[src/rtl/amd_pkg.sv]
package amd_pkg;

  typedef enum logic [4:0] {
    AMD_INH      = 5'h00,
    AMD_IMM      = 5'h01,
    AMD_DIR_S    = 5'h02,
    AMD_DIR_L    = 5'h03,
    AMD_IDX_0    = 5'h04,
    AMD_IDX_S    = 5'h05,
    AMD_IDX_L    = 5'h06,
    AMD_IND_S    = 5'h07,
    AMD_IND_L    = 5'h08,
    AMD_INDX_S   = 5'h09,
    AMD_INDX_L   = 5'h0A,
    AMD_REL_D    = 5'h0B,
    AMD_REL_I    = 5'h0C,
    AMD_BIT_D    = 5'h0D,
    AMD_BIT_I    = 5'h0E,
    AMD_BITREL_D = 5'h0F,
    AMD_BITREL_I = 5'h10
  } amd_mode_t;

  typedef enum logic [1:0] {
    AMD_MOP_NONE = 2'h0,
    AMD_MOP_SET  = 2'h1,
    AMD_MOP_CLR  = 2'h2
  } amd_mask_op_t;

  localparam logic [1:0] AMD_MASK_BLOCK = 2'h3;
  localparam logic [1:0] AMD_MASK_OPEN  = 2'h0;
  localparam logic [1:0] AMD_CNT_ZERO   = 2'h0;
  localparam logic [1:0] AMD_CNT_ONE    = 2'h1;
  localparam logic [1:0] AMD_CNT_TWO    = 2'h2;
  localparam logic [7:0] AMD_PAGE0_HI   = 8'h00;
  localparam logic [15:0] AMD_ADDR_STEP = 16'h0001;

  // Operand bytes that follow the opcode in the instruction stream.
  function automatic logic [1:0] instr_bytes(input amd_mode_t m);
    unique case (m)
      AMD_INH, AMD_IDX_0:                  instr_bytes = AMD_CNT_ZERO;
      AMD_DIR_L, AMD_IDX_L, AMD_BITREL_D,
      AMD_BITREL_I:                        instr_bytes = AMD_CNT_TWO;
      default:                             instr_bytes = AMD_CNT_ONE;
    endcase
  endfunction

  // Pointer bytes read from page zero.
  function automatic logic [1:0] ptr_bytes(input amd_mode_t m);
    unique case (m)
      AMD_IND_L, AMD_INDX_L:                         ptr_bytes = AMD_CNT_TWO;
      AMD_IND_S, AMD_INDX_S, AMD_REL_I, AMD_BIT_I,
      AMD_BITREL_I:                                  ptr_bytes = AMD_CNT_ONE;
      default:                                       ptr_bytes = AMD_CNT_ZERO;
    endcase
  endfunction

  // Modes whose operand address always lies in page zero.
  function automatic logic is_page0(input amd_mode_t m);
    is_page0 = m inside {AMD_DIR_S, AMD_IDX_0, AMD_IND_S, AMD_BIT_D,
                         AMD_BIT_I, AMD_BITREL_D, AMD_BITREL_I};
  endfunction

  // Long forms, refused for read-modify-write operations.
  function automatic logic is_long(input amd_mode_t m);
    is_long = m inside {AMD_DIR_L, AMD_IDX_L, AMD_IND_L, AMD_INDX_L};
  endfunction

endpackage

[src/rtl/amd_ea_if.sv]
`timescale 1ns/1ps
interface amd_ea_if;
  import amd_pkg::*;
  amd_mode_t   mode;
  logic [7:0]  idx;
  logic [15:0] word;
  logic [15:0] ptr;
  logic [15:0] pc;
  logic [15:0] ea;
  modport calc (input mode, input idx, input word, input ptr, input pc, output ea);
  modport user (output mode, output idx, output word, output ptr, output pc, input ea);
endinterface

[src/rtl/amd_decoder.sv]
`timescale 1ns/1ps
module amd_decoder (
  input  wire logic                  ref_clk,
  input  wire logic                  rst,
  input  wire logic                  instr_valid,
  output logic                       instr_ready,
  input  wire amd_pkg::amd_mode_t    instr_mode,
  input  wire amd_pkg::amd_mask_op_t instr_mask_op,
  input  wire logic                  instr_rmw,
  input  wire logic                  instr_use_y,
  input  wire logic [15:0]           instr_pc,
  input  wire logic [7:0]            idx_x,
  input  wire logic [7:0]            idx_y,
  output logic                       mem_req,
  output logic [15:0]                mem_addr,
  input  wire logic [7:0]            mem_rdata,
  input  wire logic                  mem_ack,
  output logic                       ea_valid,
  output logic [15:0]                ea_addr,
  output logic [7:0]                 imm_data,
  output logic [7:0]                 rel_offset,
  output logic [15:0]                next_pc,
  output logic [1:0]                 opnd_bytes,
  output logic                       mode_error,
  output logic [1:0]                 int_mask
);
  import amd_pkg::*;

  typedef enum logic [3:0] {
    ST_IDLE = 4'h1,
    ST_OPND = 4'h2,
    ST_PTR  = 4'h4,
    ST_DONE = 4'h8
  } amd_state_t;

  amd_state_t  st_q;
  amd_state_t  st_d;
  amd_mode_t   mode_q;
  logic [15:0] pc_q;
  logic [15:0] addr_q;
  logic [15:0] word_q;
  logic [15:0] ptr_q;
  logic [7:0]  idx_q;
  logic [1:0]  ileft_q;
  logic [1:0]  pleft_q;
  logic [1:0]  nbytes_q;
  logic        take;
  logic        bad;
  logic        opnd_ack;
  logic        ptr_ack;
  logic        opnd_last;
  logic        ptr_last;
  logic [7:0]  ptr_base;
  logic        valid_q;
  logic [15:0] ea_q;
  logic [7:0]  imm_q;
  logic [7:0]  rel_q;
  logic [15:0] npc_q;
  logic [1:0]  obytes_q;
  logic        err_q;
  logic [1:0]  mask_q;

  amd_ea_if eif ();

  assign instr_ready = (st_q == ST_IDLE);
  assign take        = instr_valid && instr_ready;
  assign bad         = instr_rmw && is_long(instr_mode);
  assign opnd_ack    = (st_q == ST_OPND) && mem_ack;
  assign ptr_ack     = (st_q == ST_PTR) && mem_ack;
  assign opnd_last   = opnd_ack && (ileft_q == AMD_CNT_ONE);
  assign ptr_last    = ptr_ack && (pleft_q == AMD_CNT_ONE);

  // The pointer address is always the first operand byte.
  assign ptr_base = (nbytes_q == AMD_CNT_ONE) ? mem_rdata : word_q[7:0];

  assign mem_req  = (st_q == ST_OPND) || (st_q == ST_PTR);
  assign mem_addr = addr_q;

  assign eif.mode = mode_q;
  assign eif.idx  = idx_q;
  assign eif.word = word_q;
  assign eif.ptr  = ptr_q;
  assign eif.pc   = pc_q;

  amd_ea_calc u_calc (
    .ea (eif.calc)
  );

  always_comb begin
    st_d = st_q;
    unique case (st_q)
      ST_IDLE: begin
        if (take && !bad) begin
          if (instr_bytes(instr_mode) != AMD_CNT_ZERO) begin
            st_d = ST_OPND;
          end else begin
            st_d = ST_DONE;
          end
        end
      end
      ST_OPND: begin
        if (opnd_last) begin
          if (ptr_bytes(mode_q) != AMD_CNT_ZERO) begin
            st_d = ST_PTR;
          end else begin
            st_d = ST_DONE;
          end
        end
      end
      ST_PTR: begin
        if (ptr_last) begin
          st_d = ST_DONE;
        end
      end
      ST_DONE: begin
        st_d = ST_IDLE;
      end
      default: begin
        st_d = ST_IDLE;
      end
    endcase
  end

  always_ff @(posedge ref_clk) begin
    if (rst) begin
      st_q <= ST_IDLE;
    end else begin
      st_q <= st_d;
    end
  end

  // Request context captured when an instruction is accepted.
  always_ff @(posedge ref_clk) begin
    if (rst) begin
      mode_q   <= AMD_INH;
      idx_q    <= '0;
      nbytes_q <= AMD_CNT_ZERO;
    end else if (take && !bad) begin
      mode_q   <= instr_mode;
      idx_q    <= instr_use_y ? idx_y : idx_x;
      nbytes_q <= instr_bytes(instr_mode);
    end
  end

  // Byte counters for the instruction stream and the pointer read.
  always_ff @(posedge ref_clk) begin
    if (rst) begin
      ileft_q <= AMD_CNT_ZERO;
      pleft_q <= AMD_CNT_ZERO;
    end else if (take && !bad) begin
      ileft_q <= instr_bytes(instr_mode);
      pleft_q <= ptr_bytes(instr_mode);
    end else begin
      if (opnd_ack) begin
        ileft_q <= ileft_q - AMD_CNT_ONE;
      end
      if (ptr_ack) begin
        pleft_q <= pleft_q - AMD_CNT_ONE;
      end
    end
  end

  // Program counter walks past each operand byte taken.
  always_ff @(posedge ref_clk) begin
    if (rst) begin
      pc_q <= '0;
    end else if (take && !bad) begin
      pc_q <= instr_pc;
    end else if (opnd_ack) begin
      pc_q <= pc_q + AMD_ADDR_STEP;
    end
  end

  // Bus address: instruction stream first, then page-zero pointer bytes.
  always_ff @(posedge ref_clk) begin
    if (rst) begin
      addr_q <= '0;
    end else if (take && !bad) begin
      addr_q <= instr_pc;
    end else if (opnd_last) begin
      addr_q <= {AMD_PAGE0_HI, ptr_base};
    end else if (opnd_ack || ptr_ack) begin
      addr_q <= addr_q + AMD_ADDR_STEP;
    end
  end

  // Operand and pointer words shift left, so the first byte lands high.
  always_ff @(posedge ref_clk) begin
    if (rst) begin
      word_q <= '0;
      ptr_q  <= '0;
    end else if (take && !bad) begin
      word_q <= '0;
      ptr_q  <= '0;
    end else begin
      if (opnd_ack) begin
        word_q <= {word_q[7:0], mem_rdata};
      end
      if (ptr_ack) begin
        ptr_q <= {ptr_q[7:0], mem_rdata};
      end
    end
  end

  // Results are registered from the completed decode.
  always_ff @(posedge ref_clk) begin
    if (rst) begin
      valid_q  <= 1'b0;
      ea_q     <= '0;
      imm_q    <= '0;
      rel_q    <= '0;
      npc_q    <= '0;
      obytes_q <= AMD_CNT_ZERO;
    end else begin
      valid_q <= (st_q == ST_DONE);
      if (st_q == ST_DONE) begin
        ea_q     <= eif.ea;
        npc_q    <= pc_q;
        obytes_q <= nbytes_q;
        imm_q    <= (mode_q == AMD_IMM) ? word_q[7:0] : '0;
        unique case (mode_q)
          AMD_REL_D, AMD_BITREL_D, AMD_BITREL_I: rel_q <= word_q[7:0];
          AMD_REL_I:                             rel_q <= ptr_q[7:0];
          default:                               rel_q <= '0;
        endcase
      end
    end
  end

  always_ff @(posedge ref_clk) begin
    if (rst) begin
      err_q <= 1'b0;
    end else begin
      err_q <= take && bad;
    end
  end

  // Mask level changes only on inherent instructions.
  always_ff @(posedge ref_clk) begin
    if (rst) begin
      mask_q <= AMD_MASK_BLOCK;
    end else if (take && instr_mode == AMD_INH) begin
      if (instr_mask_op == AMD_MOP_SET) begin
        mask_q <= AMD_MASK_BLOCK;
      end else if (instr_mask_op == AMD_MOP_CLR) begin
        mask_q <= AMD_MASK_OPEN;
      end
    end
  end

  assign ea_valid   = valid_q;
  assign ea_addr    = ea_q;
  assign imm_data   = imm_q;
  assign rel_offset = rel_q;
  assign next_pc    = npc_q;
  assign opnd_bytes = obytes_q;
  assign mode_error = err_q;
  assign int_mask   = mask_q;
endmodule

[src/rtl/amd_ea_calc.sv]
`timescale 1ns/1ps
module amd_ea_calc (
  amd_ea_if.calc ea
);
  import amd_pkg::*;

  function automatic logic [15:0] zpage(input logic [7:0] lo);
    zpage = {AMD_PAGE0_HI, lo};
  endfunction

  // Index plus byte offset carries into the high byte, giving up to 1FE.
  function automatic logic [15:0] add_short(input logic [7:0] a, input logic [7:0] b);
    add_short = 16'(a) + 16'(b);
  endfunction

  function automatic logic [15:0] add_rel(input logic [15:0] pc, input logic [7:0] off);
    add_rel = pc + {{8{off[7]}}, off};
  endfunction

  always_comb begin
    unique case (ea.mode)
      AMD_DIR_S, AMD_BIT_D:   ea.ea = zpage(ea.word[7:0]);
      AMD_DIR_L:              ea.ea = ea.word;
      AMD_IDX_0:              ea.ea = zpage(ea.idx);
      AMD_IDX_S:              ea.ea = add_short(ea.idx, ea.word[7:0]);
      AMD_IDX_L:              ea.ea = ea.word + 16'(ea.idx);
      AMD_IND_S, AMD_BIT_I,
      AMD_BITREL_I:           ea.ea = zpage(ea.ptr[7:0]);
      AMD_IND_L:              ea.ea = ea.ptr;
      AMD_INDX_S:             ea.ea = add_short(ea.idx, ea.ptr[7:0]);
      AMD_INDX_L:             ea.ea = ea.ptr + 16'(ea.idx);
      AMD_REL_D:              ea.ea = add_rel(ea.pc, ea.word[7:0]);
      AMD_REL_I:              ea.ea = add_rel(ea.pc, ea.ptr[7:0]);
      AMD_BITREL_D:           ea.ea = zpage(ea.word[15:8]);
      default:                ea.ea = '0;
    endcase
  end

endmodule

[config.mk]
export PLATFORM = sky130hd
export DESIGN_NAME = amd_decoder
export DESIGN_NICKNAME = d
export VERILOG_FILES = /design/src/rtl/amd_pkg.sv /design/src/rtl/amd_ea_if.sv /design/src/rtl/amd_decoder.sv /design/src/rtl/amd_ea_calc.sv
export SDC_FILE = /design/constraint.sdc
export NUM_CORES = 1
export LEC_CHECK = 0
export BUFFER_PORTS_ARGS = -buffer_cell sky130_fd_sc_hd__buf_2
export CAP_MARGIN = 10
export CORE_MARGIN = 1
export CORE_UTILIZATION = 50
export CTS_BUF_LIST = sky130_fd_sc_hd__clkbuf_8 sky130_fd_sc_hd__clkbuf_16
export DETAILED_ROUTE_END_ITERATION = 7
export PLACE_DENSITY = 0.76
export SKIP_LAST_GASP = 1
export SLEW_MARGIN = 0
export SYNTH_ARGS = -nofsm -noshare
export SYNTH_HDL_FRONTEND = slang
export SYNTH_SLANG_ARGS = --single-unit
[constraint.sdc]
create_clock -name ref_clk -period 3.5 [get_ports ref_clk]
set_clock_uncertainty 0.1 [all_clocks]
set_input_delay 0.7 -clock ref_clk [delete_from_list [all_inputs] [get_ports ref_clk]]
set_output_delay 0.7 -clock ref_clk [all_outputs]
set_load 0.05 [all_outputs]
Word level (Yosys, flattened, before mapping)
Cells that the tools add are included.

Bits in registers: 141.

Add/subtract/negate cells: 10. Muxes and demuxes: 29. Eq/ne operators: 39. Reduce and logical (&&, ||, !) cells: 32.

Operators with widths (number): $pmux 16 s12 (1); $mux 16 (5); $eq 5x4->1 const B (14); $eq 5x3->1 const B (7); $add 16x1->16 const B (2); $add 16x16->16 (2); $add 16x8->16 (2); $mux 8 (3); $mux 2 (10); $mux 4 (5); $add 8x8->9 (2); $pmux 8 s2 (1); $eq 5x2->1 const B (3); $pmux 2 s2 (3); $pmux 4 s3 (1); $eq 5x5->1 const B (2); $reduce_bool 2->1 (5); $reduce_or 2->1 (5); $reduce_or 5->1 (2); $logic_and 1x1->1 (9); $eq 2x1->1 const B (4); $reduce_or 3->1 (2); $eq 5x1->1 const B (1); $logic_not 5->1 (1); 15 further kinds (18).

Logic depth before layout (Yosys ltp)
Gate-level depths: netlist (run 1).

Depth after elaboration: 11. Gate-level depth with buffers: 15.

Modules after synthesis
A second synthesis (run 1) with hierarchy kept.

Cells, all modules: 1124. Area, all modules: 9007.4 um2.

By module, submodules not included: amd_decoder (instances 1, cells each 762, area each 6183.4 um2); amd_ea_calc (instances 1, cells each 362, area each 2824.0 um2).

Least setup slack after synthesis (run 1)
No wires, ideal clock.

Path kind: register -> register. From: reg mode_q[2] (netlist: eif.mode[2]). To: reg ea_q[10] (netlist: ea_addr[10]). Path buffers: 4. Required time: 3.272 ns. Arrival time: 3.138 ns. Library setup time: 0.128 ns. Period minus slack after synthesis: 3.366 ns. Setup slack: 0.134 ns. Cell stages (with the launch flop): 14. Cell sequence: dfxtp_1 buf_2 buf_2 and3_1 clkbuf_1 buf_1 mux2_2 fa_1 nand3_1 a21oi_1 or2_2 a311o_1 nand4_1 a31oi_1.

Cells in the longest elaborated chain, start to end: 3.

Ends and longest elaborated chain: start: declaration (RTL line amd_decoder.sv:38) `amd_mode_t mode_q;`; start signal: assignment (RTL line amd_decoder.sv:139) `mode_q <= instr_mode;`; $eq 5x3->1 (tied with other cells) (RTL line amd_ea_calc.sv:21) `unique case (ea.mode)`; $reduce_or 3->1 / $reduce_or 2->1 (equally long branches) (RTL line amd_ea_calc.sv:21); $pmux 16 s12 * (RTL line amd_ea_calc.sv:21); end signal: assignment (RTL line amd_decoder.sv:217) `ea_q <= eif.ea;`; end: declaration (RTL line amd_decoder.sv:55) `logic [15:0] ea_q;`.

Every way passes the cells marked *; elsewhere a longest branch is shown, timed or not. A chain may end at the register's enable or synchronous reset.

Worst setup path after layout (run 1)
From: reg mode_q[3] (netlist: eif.mode[3]). To: reg ea_q[7] (netlist: ea_addr[7]).

The elaborated chain is that of the path after synthesis.

==> flow_summary.toml, run 1 <==
[outcome]
status = "finished with violations"
violations = "design-rule violations"

[critical_path]
endpoint_kind = "flip-flop"
crit_path_frequent_cell = "o21ai_0"
cp-endpoint = "ea_addr[7]"
max_stage_delay_ns = 0.42
r2r-end = "ea_addr[7]"
arrival_ns = 3.52
cp_max_fo = 7
crit_chain = "or3b_1 > or3_1 > buf_4 > mux2_2 > ha_1 > inv_1 > o21ai_0 > a2111oi_1 > o31a_1 > o21ai_0 > a31oi_1"
start_kind = "flip-flop"
setup.worst_path.start = "eif.mode[3]"
r2r_slack_ns = 0.19
slowest_stage = "dfxtp_1"
crit_required_ns = 3.71
reg2reg_from = "eif.mode[3]"
worstSetupPathType = "reg2reg"
reg2reg_depth = 11

[route]
wl_met2_um = 12600
vias = 9050
wl_per_cell_um = 19.5
drt-met1-wl_um = 12300
drcViolationCount = 12
wl_met3_um = 2210
final_antenna_net_count = 0
drtIter0Drc = 871
top_layer = "met4"
wirelength_um = 28300
firstDrtPassIters = 8
vias_per_cell = 6.22

[sta]
worstMarginPinSlew_ns = 0.992
setup_viol = 0
min_period_over_period_pct = 94.6
tns_ns = 0
slew_headroom_pct = 33.3
fmax_mhz = 302
drv_slew = 0
finalHoldViolCount = 0
rsz0062_at_grt = "no"
fin_crit_ns = 3.31

[synthesis]
synth_area_um2 = 8850
ys_seq_area_share_pct = 31.7
avgSynthCellArea_um2 = 7.94
synth_edf_count = 0
synth.top_cell.area_share_pct = 31.7
ys_ff_latch = 140
synth_cell_types = 73
yosys_warnings = 0
synthTopCellsByArea = "dfxtp_1 32%, nand2_1 8.4%, ha_1 5.9%"
syn_nets = 1213
synth_top_area_cell = "dfxtp_1"
synth_flop_cell = "dfxtp_1"
postSynthCellCount = 1115
ys_async_sr_fraction_pct = 0

[worst_hold_path]
hold_depth = 2
hold_class = "reg2reg"

[global_route]
antenna_found_initial = 0
grt_pass1_wl_um = 43900
grt_max_degree = 77
grt_pass1_vias = 8139
grt_usage_pct = 31.4
grt.overflow.total = 0

[floorplanning]
coreArea_um2 = 17300
die-area_um2 = 18200
fp-row-count = 48
die_y_um = 135
top_level_ports = 125
die_w_um = 135
start_util_pct = 51.2

[finish]
seq_area_um2 = 2800
antennaDiodeCount = 0
areaGrowthSynthToFinish_pct = 16.5
nets = 1316
post-route-util_pct = 59.6
final_common_cell = "nand2_1"
drive_gt1_share_pct = 19.8
mostFrequentLayoutCells = "196 x nand2_1, 140 x dfxtp_1, 124 x buf_2"
fill_cells = 1566
multi_input_area_um2 = 5680

[place]
place.gp.congestion = 0.996
io_buffers = 124
dp_hpwl_um = 20600

[pwr]
peakVddDrop_v = 0.000359
power_density_nw_per_um2 = 421
totalPowerFinal_mw = 4.34
p_leak_nw = 4.29

[clock_tree]
root_buffer = "clkbuf_16"
post_cts_buffers = 0
cts-hold-fix-buffers = 0
cts.sinks = 140
cts_tree = "done"
numCtsBuffers = 17
clk_latency_ns = 0.43
h-tree-depth = 4
path_clk_slew_ns = 0.06
cts.path.max_buffers = 2

[job]
drv_cap = 0
-- worst max-delay path, delay by kind of cell, from the launching register on --
| kind | cells | cell delay, ns |
|---|---|---|
| AND/OR/NAND/NOR | 2 | 0.76 |
| AO/OA/AOI/OAI | 5 | 1.04 |
| adder cells (fa/ha/maj) | 1 | 0.34 |
| flip-flops | 1 | 0.42 |
| multiplexers | 1 | 0.27 |
| buffers and inverters | 2 | 0.25 |
-- flip-flops by register name (all words and copies together) (netlist names) --
register	count
ea_addr	16
eif.pc	16
eif.ptr	16
eif.word	16
mem_addr	16
next_pc	16
eif.idx	8
imm_data	8
rel_offset	8
eif.mode	5
st_q	4
ileft_q	2
nbytes_q	2
opnd_bytes	2
pleft_q	2
ea_valid	1
int_mask	1
mode_error	1
-- metal layers --
layer  GRT usage, %  vias up
li1               -     4306
met1           42.6     4197
met2           47.3      455
met3           6.38       92
met4           15.6        0
met5              0        -
-- cell families (layout without fill, tap and decap cells) --
logic type / after synthesis / count (layout) / synth area share (%)
DFF: 140 / 140 / 31.7
AOI/OAI and AO/OA: 323 / 323 / 24.4
buffers and inverters: 95 / 211 / 4.54
and+or+nand+nor: 414 / 414 / 22.0
muxes: 50 / 50 / 6.02
adders and majority gates: 45 / 45 / 6.61
xor gates and xnor gates: 48 / 48 / 4.75
-- where the power goes --
| group | switching, mW | total (mW) | internal, mW |
|---|---|---|---|
| Sequential | 0.143 | 1.81 | 1.67 |
| Combinational | 0.522 | 0.828 | 0.306 |
| Clock | 0.764 | 1.70 | 0.934 |
-- layout make-up --
type / instances / area share [%]
tap: 225 / 2.73
clock inverter: 14 / 1.06
inverter: 16 / 0.582
timing repair buffer: 163 / 9.14
clock buffer: 18 / 4.26
sequential: 140 / 27.2
multi-input combinational: 880 / 55.1
-- synthesized netlist by cell type (all sizes together) (9+ instances only) --
cell type	number
o21a	12
o21ai	48
dfxtp	140
a31oi	18
a221oi	23
a21oi	103
buf	37
o211ai	11
ha	42
nand3	33
and3	9
a211oi	19
clkbuf	42
xnor2	32
nor3	18
nand2	197
a22oi	13
xor2	16
nor4	12
inv	16
nor2	78
mux2i	24
a222oi	12
a311oi	9
mux2	26
and2	11
-- metrics by stage --
stage	worst slack (ns)	hold WS, ns	instance area, um2	instances
floorplan	0.134	0.340	8850	1115
global placement	0.172	0.342	9750	1424
detailed placement	0.180	0.347	9750	1424
CTS	0.147	0.355	10300	1456
global route	0.00325	0.371	10300	1456
finish	0.190	0.353	10300	1456
-- timing repair --
action / 4_1_cts / 5_1_grt
endpoints found under the hold margin: 0 / 0
gates resized for setup: 0 / 7
endpoints found under the setup margin: 0 / 7
-- worst min-delay path by stage --
stage / slack [ns] / endpoint / startpoint
floorplan: 0.34 / opnd_bytes[1] / nbytes_q[1]
global placement: 0.34 / next_pc[15] / next_pc[15]
detailed placement: 0.35 / opnd_bytes[1] / opnd_bytes[1]
CTS: 0.36 / opnd_bytes[1] / opnd_bytes[1]
global route: 0.37 / next_pc[15] / next_pc[15]
finish: 0.35 / next_pc[1] / next_pc[1]
Note: power is estimated with default switching activity, not from simulation.
==> run 2, diff against run 1 <==
--- a/config.mk
+++ b/config.mk
@@ -12,8 +12,10 @@
 export CTS_BUF_LIST = sky130_fd_sc_hd__clkbuf_8 sky130_fd_sc_hd__clkbuf_16
 export DETAILED_ROUTE_END_ITERATION = 7
 export PLACE_DENSITY = 0.76
+export REMOVE_ABC_BUFFERS = 1
 export SKIP_LAST_GASP = 1
 export SLEW_MARGIN = 0
 export SYNTH_ARGS = -nofsm -noshare
 export SYNTH_HDL_FRONTEND = slang
+export SYNTH_HIERARCHICAL = 1
 export SYNTH_SLANG_ARGS = --single-unit
==> flow_summary.toml, run 2 <==
[sta]
min_period_over_period_pct = 96.0
fmax_mhz = 297
setup_viol = 0
drv_slew = 0
fin_crit_ns = 3.36
fin_ws_ns = 0.138
slew_headroom_pct = 35.0
rsz0062_at_grt = "yes"
worstMarginPinSlew_ns = 0.971
finalHoldViolCount = 0

[clock_tree]
path_clk_slew_ns = 0.06
numCtsBuffers = 17
h-tree-depth = 4
root_buffer = "clkbuf_16"
cts.path.max_buffers = 2
clk_latency_ns = 0.42
cts_tree = "done"
cts.sinks = 140

[synthesis]
yosys_warnings = 6
synthTopCellsByArea = "dfxtp_1 31%, nand2_1 9.5%, a21oi_1 6.8%"
ys_ff_latch = 140
avgSynthCellArea_um2 = 8.01
synth_edf_count = 0
ys_async_sr_fraction_pct = 0
synth_flop_cell = "dfxtp_1"
ys_seq_area_share_pct = 31.1
synth_top_area_cell = "dfxtp_1"
synth_cell_types = 88
synth_area_um2 = 9010
synth.most_common_cell = "nand2_1"
synth.top_cell.area_share_pct = 31.1
synth_common_cells = "229 x nand2_1, 140 x dfxtp_1, 123 x a21oi_1"
postSynthCellCount = 1124

[global_route]
grt_pass1_vias = 8233
grt.overflow.total = 0
antenna_found_initial = 0
grt_usage_pct = 29.8
grt_max_degree = 49
grt_pass1_wl_um = 43100

[place]
dp_hpwl_um = 19400
io_buffers = 124
placed_cells_incl_taps = 1439
place.gp.congestion = 0.945
pre_cts_ws_ns = 0.168

[floorplanning]
die-area_um2 = 18600
coreArea_um2 = 17400
die_w_um = 136
top_level_ports = 125
die_y_um = 136
start_util_pct = 51.7
fp-row-count = 48

[route]
vias = 9001
drcViolationCount = 16
drtIter0Drc = 1031
vias_per_cell = 6.11
wirelength_um = 27300
final_antenna_net_count = 0
firstDrtPassIters = 8
wl_per_cell_um = 18.5

[pwr]
p_leak_nw = 4.35
power_density_nw_per_um2 = 414
peakVddDrop_v = 0.000339
totalPowerFinal_mw = 4.34

[finish]
areaGrowthSynthToFinish_pct = 16.4
antennaDiodeCount = 0
nets = 1338
drive_gt1_share_pct = 19.2
instances_no_fill = 1472
seq_area_um2 = 2810
fill_cells = 1615
multi_input_area_um2 = 5880
mostFrequentLayoutCells = "229 x nand2_1, 137 x dfxtp_1, 123 x buf_2"
final_common_cell = "nand2_1"

[critical_path]
arrival_ns = 3.54
r2r_slack_ns = 0.14
cp_max_fo = 5
reg2reg_depth = 13
start_kind = "flip-flop"
reg2reg_from = "eif.mode[2]"
setup.worst_path.start = "eif.mode[2]"
endpoint_kind = "flip-flop"
crit_required_ns = 3.68
r2r-end = "ea_addr[6]"
worstSetupPathType = "reg2reg"

[worst_hold_path]
hold_class = "reg2reg"
hold_depth = 2
min_to = "ea_addr[5]"
hold_path.startpoint = "ea_addr[5]"

[outcome]
status = "finished with violations"
violations = "design-rule violations"

[job]
drv_cap = 0
run 2: cell types whose count changed after synthesis, sizes merged, moves of 6 or more:
cell,change
a21oi,+21
a221oi,-13
and2,-7
buf,-12
mux2,-8
nand2,+33
nand4,+11
nor2,-19
nor3,+10
o21a,-9
o21ai,-17
o21bai,+8
xor2,+6
run 2: repair_timing:
action / CTS / global route
endpoints found under the setup margin: 0 / 9
buffers inserted: 0 / 2
resized for setup: 0 / 6
hold buffers: 0 / 0
run 2: power breakdown:
group | leakage [nW] | switching, mW | internal, mW
clock network | 0.282 | 0.712 | 1.08
logic | 2.93 | 0.479 | 0.274
registers | 1.14 | 0.130 | 1.67
run 2: worst max-delay path: stages (launching register included):
cell and delay [ns]:
dfxtp_2 0.38, nand3b_4 0.10, nor3_4 0.31, mux2_2 0.38, ha_1 0.22, fa_1 0.45
nand3_1 0.15, nand2_1 0.11, a21o_1 0.19, a211oi_1 0.25, o41ai_1 0.17, a221o_1 0.29
nand2_1 0.06, a21oi_1 0.06
run 2: routing by layer:
| layer | vias to the layer above | global-route usage [%] | routed length [um] |
|---|---|---|---|
| li1 | 4320 | - | - |
| met1 | 4215 | 39.5 | 11800 |
| met2 | 402 | 48.5 | 13000 |
| met3 | 64 | 4.03 | 1810 |
| met4 | 0 | 12.1 | 656 |
| met5 | - | 0 | 0 |
run 2: cell type report:
type	count	area share (%)
clock buffers	19	4.32
well taps	225	2.69
repair buffers	156	8.36
inverters	17	0.609
clock inverters	12	1.18
multi-input cells	903	56.1
flip-flops and latches	140	26.8
run 2: stage by stage:
step	setup TNS (ns)	util, %	hold WS [ns]	area [um2]
2_1_floorplan	-7.13	-	0.334	8710
3_3_place_gp	0	56.7	0.340	9870
3_5_place_dp	0	56.7	0.345	9870
4_1_cts	0	60.0	0.354	10400
5_1_grt	-0.0740	60.2	0.369	10500
6_report	0	60.2	0.350	10500
run 2: how the worst max path moves through the flow:
stage,to
after floorplan,eif.ptr[0]
after global placement,ea_addr[6]
after detailed placement,ea_addr[7]
after CTS,ea_addr[6]
after global routing,ea_addr[13]
final,ea_addr[6]
run 2: cells by family after synthesis:
group | Yosys count | synth area share [%]
flip-flops | 140 | 31.1
AO/OA/AOI/OAI | 301 | 21.8
XOR/XNOR | 51 | 5.04
multiplexers | 45 | 5.43
buffers and inverters | 81 | 3.99
AND/OR/NAND/NOR | 456 | 25.4
adder cells (fa/ha/maj) | 50 | 7.20
==> run 3, diff against run 2 <==
--- a/config.mk
+++ b/config.mk
@@ -5,13 +5,15 @@
 export SDC_FILE = /design/constraint.sdc
 export NUM_CORES = 1
 export LEC_CHECK = 0
+export ABC_AREA = 1
+export ABC_CLOCK_PERIOD_IN_PS = 3500
 export BUFFER_PORTS_ARGS = -buffer_cell sky130_fd_sc_hd__buf_2
 export CAP_MARGIN = 10
-export CORE_MARGIN = 1
+export CORE_MARGIN = 2
 export CORE_UTILIZATION = 50
 export CTS_BUF_LIST = sky130_fd_sc_hd__clkbuf_8 sky130_fd_sc_hd__clkbuf_16
 export DETAILED_ROUTE_END_ITERATION = 7
-export PLACE_DENSITY = 0.76
+export PLACE_DENSITY = 0.75
 export REMOVE_ABC_BUFFERS = 1
 export SKIP_LAST_GASP = 1
 export SLEW_MARGIN = 0
==> flow_summary.toml, run 3 <==
[sta]
drv_slew = 0
whs_ns = 0.368
rsz0062_at_grt = "no"
finalHoldViolCount = 0
worstMarginPinSlew_ns = 1.06
fmax_mhz = 314
slew_headroom_pct = 29.0
setup_viol = 0
fin_crit_ns = 3.18
min_period_over_period_pct = 90.9

[clock_tree]
root_buffer = "clkbuf_16"
cts.path.max_buffers = 2
cts-hold-fix-buffers = 0
cts.sinks = 140
cts_tree = "done"
path_clk_slew_ns = 0.07
clk_latency_ns = 0.42
h-tree-depth = 4
numCtsBuffers = 17

[place]
io_buffers = 124
dp_hpwl_um = 23200
place.gp.congestion = 0.918
placed_cells_incl_taps = 1905

[pwr]
peakVddDrop_v = 0.000493
power_density_nw_per_um2 = 590
p_leak_nw = 5.18

[route]
wirelength_um = 31600
drcViolationCount = 0
vias_per_cell = 5.58
vias = 10800
firstDrtPassIters = 5
final_antenna_net_count = 0
drtIter0Drc = 992
wl_per_cell_um = 16.3

[floorplanning]
start_util_pct = 51.3
die_w_um = 143
top_level_ports = 125
die-area_um2 = 20400
coreArea_um2 = 18800
fp-row-count = 50
die_y_um = 143

[synthesis]
avgSynthCellArea_um2 = 6.19
synth_edf_count = 0
synth_area_um2 = 9660
synth_top_area_cell = "dfxtp_1"
synth.most_common_cell = "nand2_1"
synth.top_cell.area_share_pct = 29.0
ys_seq_area_share_pct = 29.0
synthTopCellsByArea = "dfxtp_1 29%, nand2_1 17%, nor2_1 7.6%"
ys_ff_latch = 140
ys_async_sr_fraction_pct = 0
synth_flop_cell = "dfxtp_1"
synth_cell_types = 45
yosys_warnings = 6
postSynthCellCount = 1559
synth_common_cells = "428 x nand2_1, 195 x nor2_1, 140 x dfxtp_1"

[worst_hold_path]
min_to = "imm_data[4]"
hold_depth = 2
hold_class = "reg2reg"
hold_path.startpoint = "imm_data[4]"

[critical_path]
worstSetupPathType = "reg2reg"
endpoint_kind = "flip-flop"
start_kind = "flip-flop"
reg2reg_depth = 15
r2r-end = "ea_addr[6]"
setup.worst_path.start = "eif.mode[3]"
max_stage_delay_ns = 0.48
cp_max_fo = 16
crit_required_ns = 3.71
crit_path_frequent_cell = "nand2_1"
crit_chain = "nand2_1 > nor2_4 > nand2_1 > nand2_1 > o21ai_0 > ha_1 > fa_1 > nand3_1 > nand3_1 > nand2_1 > o21ai_0 > o21ai_0 > nand3_1 > nor2_1 > nor2_1"
r2r_slack_ns = 0.32
slowest_stage = "dfxtp_1"
reg2reg_from = "eif.mode[3]"
arrival_ns = 3.39

[finish]
final_common_cell = "nand2_1"
multi_input_area_um2 = 6040
instances_no_fill = 1936
drive_gt1_share_pct = 13.3
fill_cells = 1879
antennaDiodeCount = 0
areaGrowthSynthToFinish_pct = 14.5
mostFrequentLayoutCells = "428 x nand2_1, 195 x nor2_1, 139 x dfxtp_1"
nets = 1767
seq_area_um2 = 2800

[global_route]
grt_max_degree = 65
grt.overflow.total = 0
grt_usage_pct = 31.2
grt_pass1_wl_um = 50300
grt_pass1_vias = 9606
antenna_found_initial = 0

[outcome]
status = "finished, final reports clean"

[job]
drv_cap = 0
## run 3: power breakdown
group          switching (mW)  leakage (nW)  internal [mW]
sequential              0.410          1.14           1.83
combinational            1.73          3.77          0.745
clock                   0.788         0.268           1.01
## run 3: repair_timing
item                       4_1_cts  5_1_grt
resized for setup                0        1
setup buffers                    0        0
setup endpoints to repair        0        4
## run 3: through the flow
step                      setup TNS [ns]  area, um2  worst slack (ns)  utilization, %  total power [mW]
final                                  0      11100             0.320            58.7              6.52
after global placement                 0      10500             0.336            55.7              4.68
after global routing                   0      11100          0.000989            58.7              6.95
after floorplan                   -44.09       9380             -1.17               -              3.97
after CTS                              0      11100             0.275            58.7              6.51
after detailed placement               0      10500             0.315            55.7              4.70
## run 3: final cells by class
| class | count | area share [%] |
|---|---|---|
| Tap cell | 260 | 2.94 |
| Multi-Input combinational cell | 1217 | 54.7 |
| Inverter | 144 | 4.89 |
| Clock inverter | 13 | 1.17 |
| Clock buffer | 18 | 3.97 |
| Sequential cell | 140 | 25.4 |
| Timing Repair Buffer | 144 | 6.97 |
## run 3: logic make-up after synthesis
logic type	after synthesis	synth area share, %
flops	140	29.0
fa+ha+maj	50	6.71
mux	8	0.829
xor+xnor	9	0.816
simple gates	837	37.1
compound gates	313	17.1
buf+inv	202	8.43
## run 3: metal layers
metal / up-vias / track usage [%] / wire [um] / part of all wire, %
li1: 5356 / - / - / -
met1: 4928 / 43.9 / 14400 / 45
met2: 458 / 48.9 / 14100 / 44
met3: 53 / 3.79 / 2320 / 7.3
met4: 0 / 11.3 / 862 / 2.7
met5: - / 0 / 0 / 0
## run 3: worst max-delay path by stage
stage                     cells past startpoint  slack (ns)            end
final                                        15        0.32     ea_addr[6]
after global routing                         15       0.001     ea_addr[6]
after CTS                                    18        0.28    ea_addr[13]
after detailed placement                     18        0.31    ea_addr[13]
after global placement                       18        0.34    ea_addr[13]
after floorplan                               6       -1.17  rel_offset[0]
## run 3: worst max-delay path: cells and delay by family (launching register included)
family	cells	cell delay [ns]
compound gates	3	0.38
fa+ha+maj	2	0.69
flops	1	0.48
simple gates	10	1.42
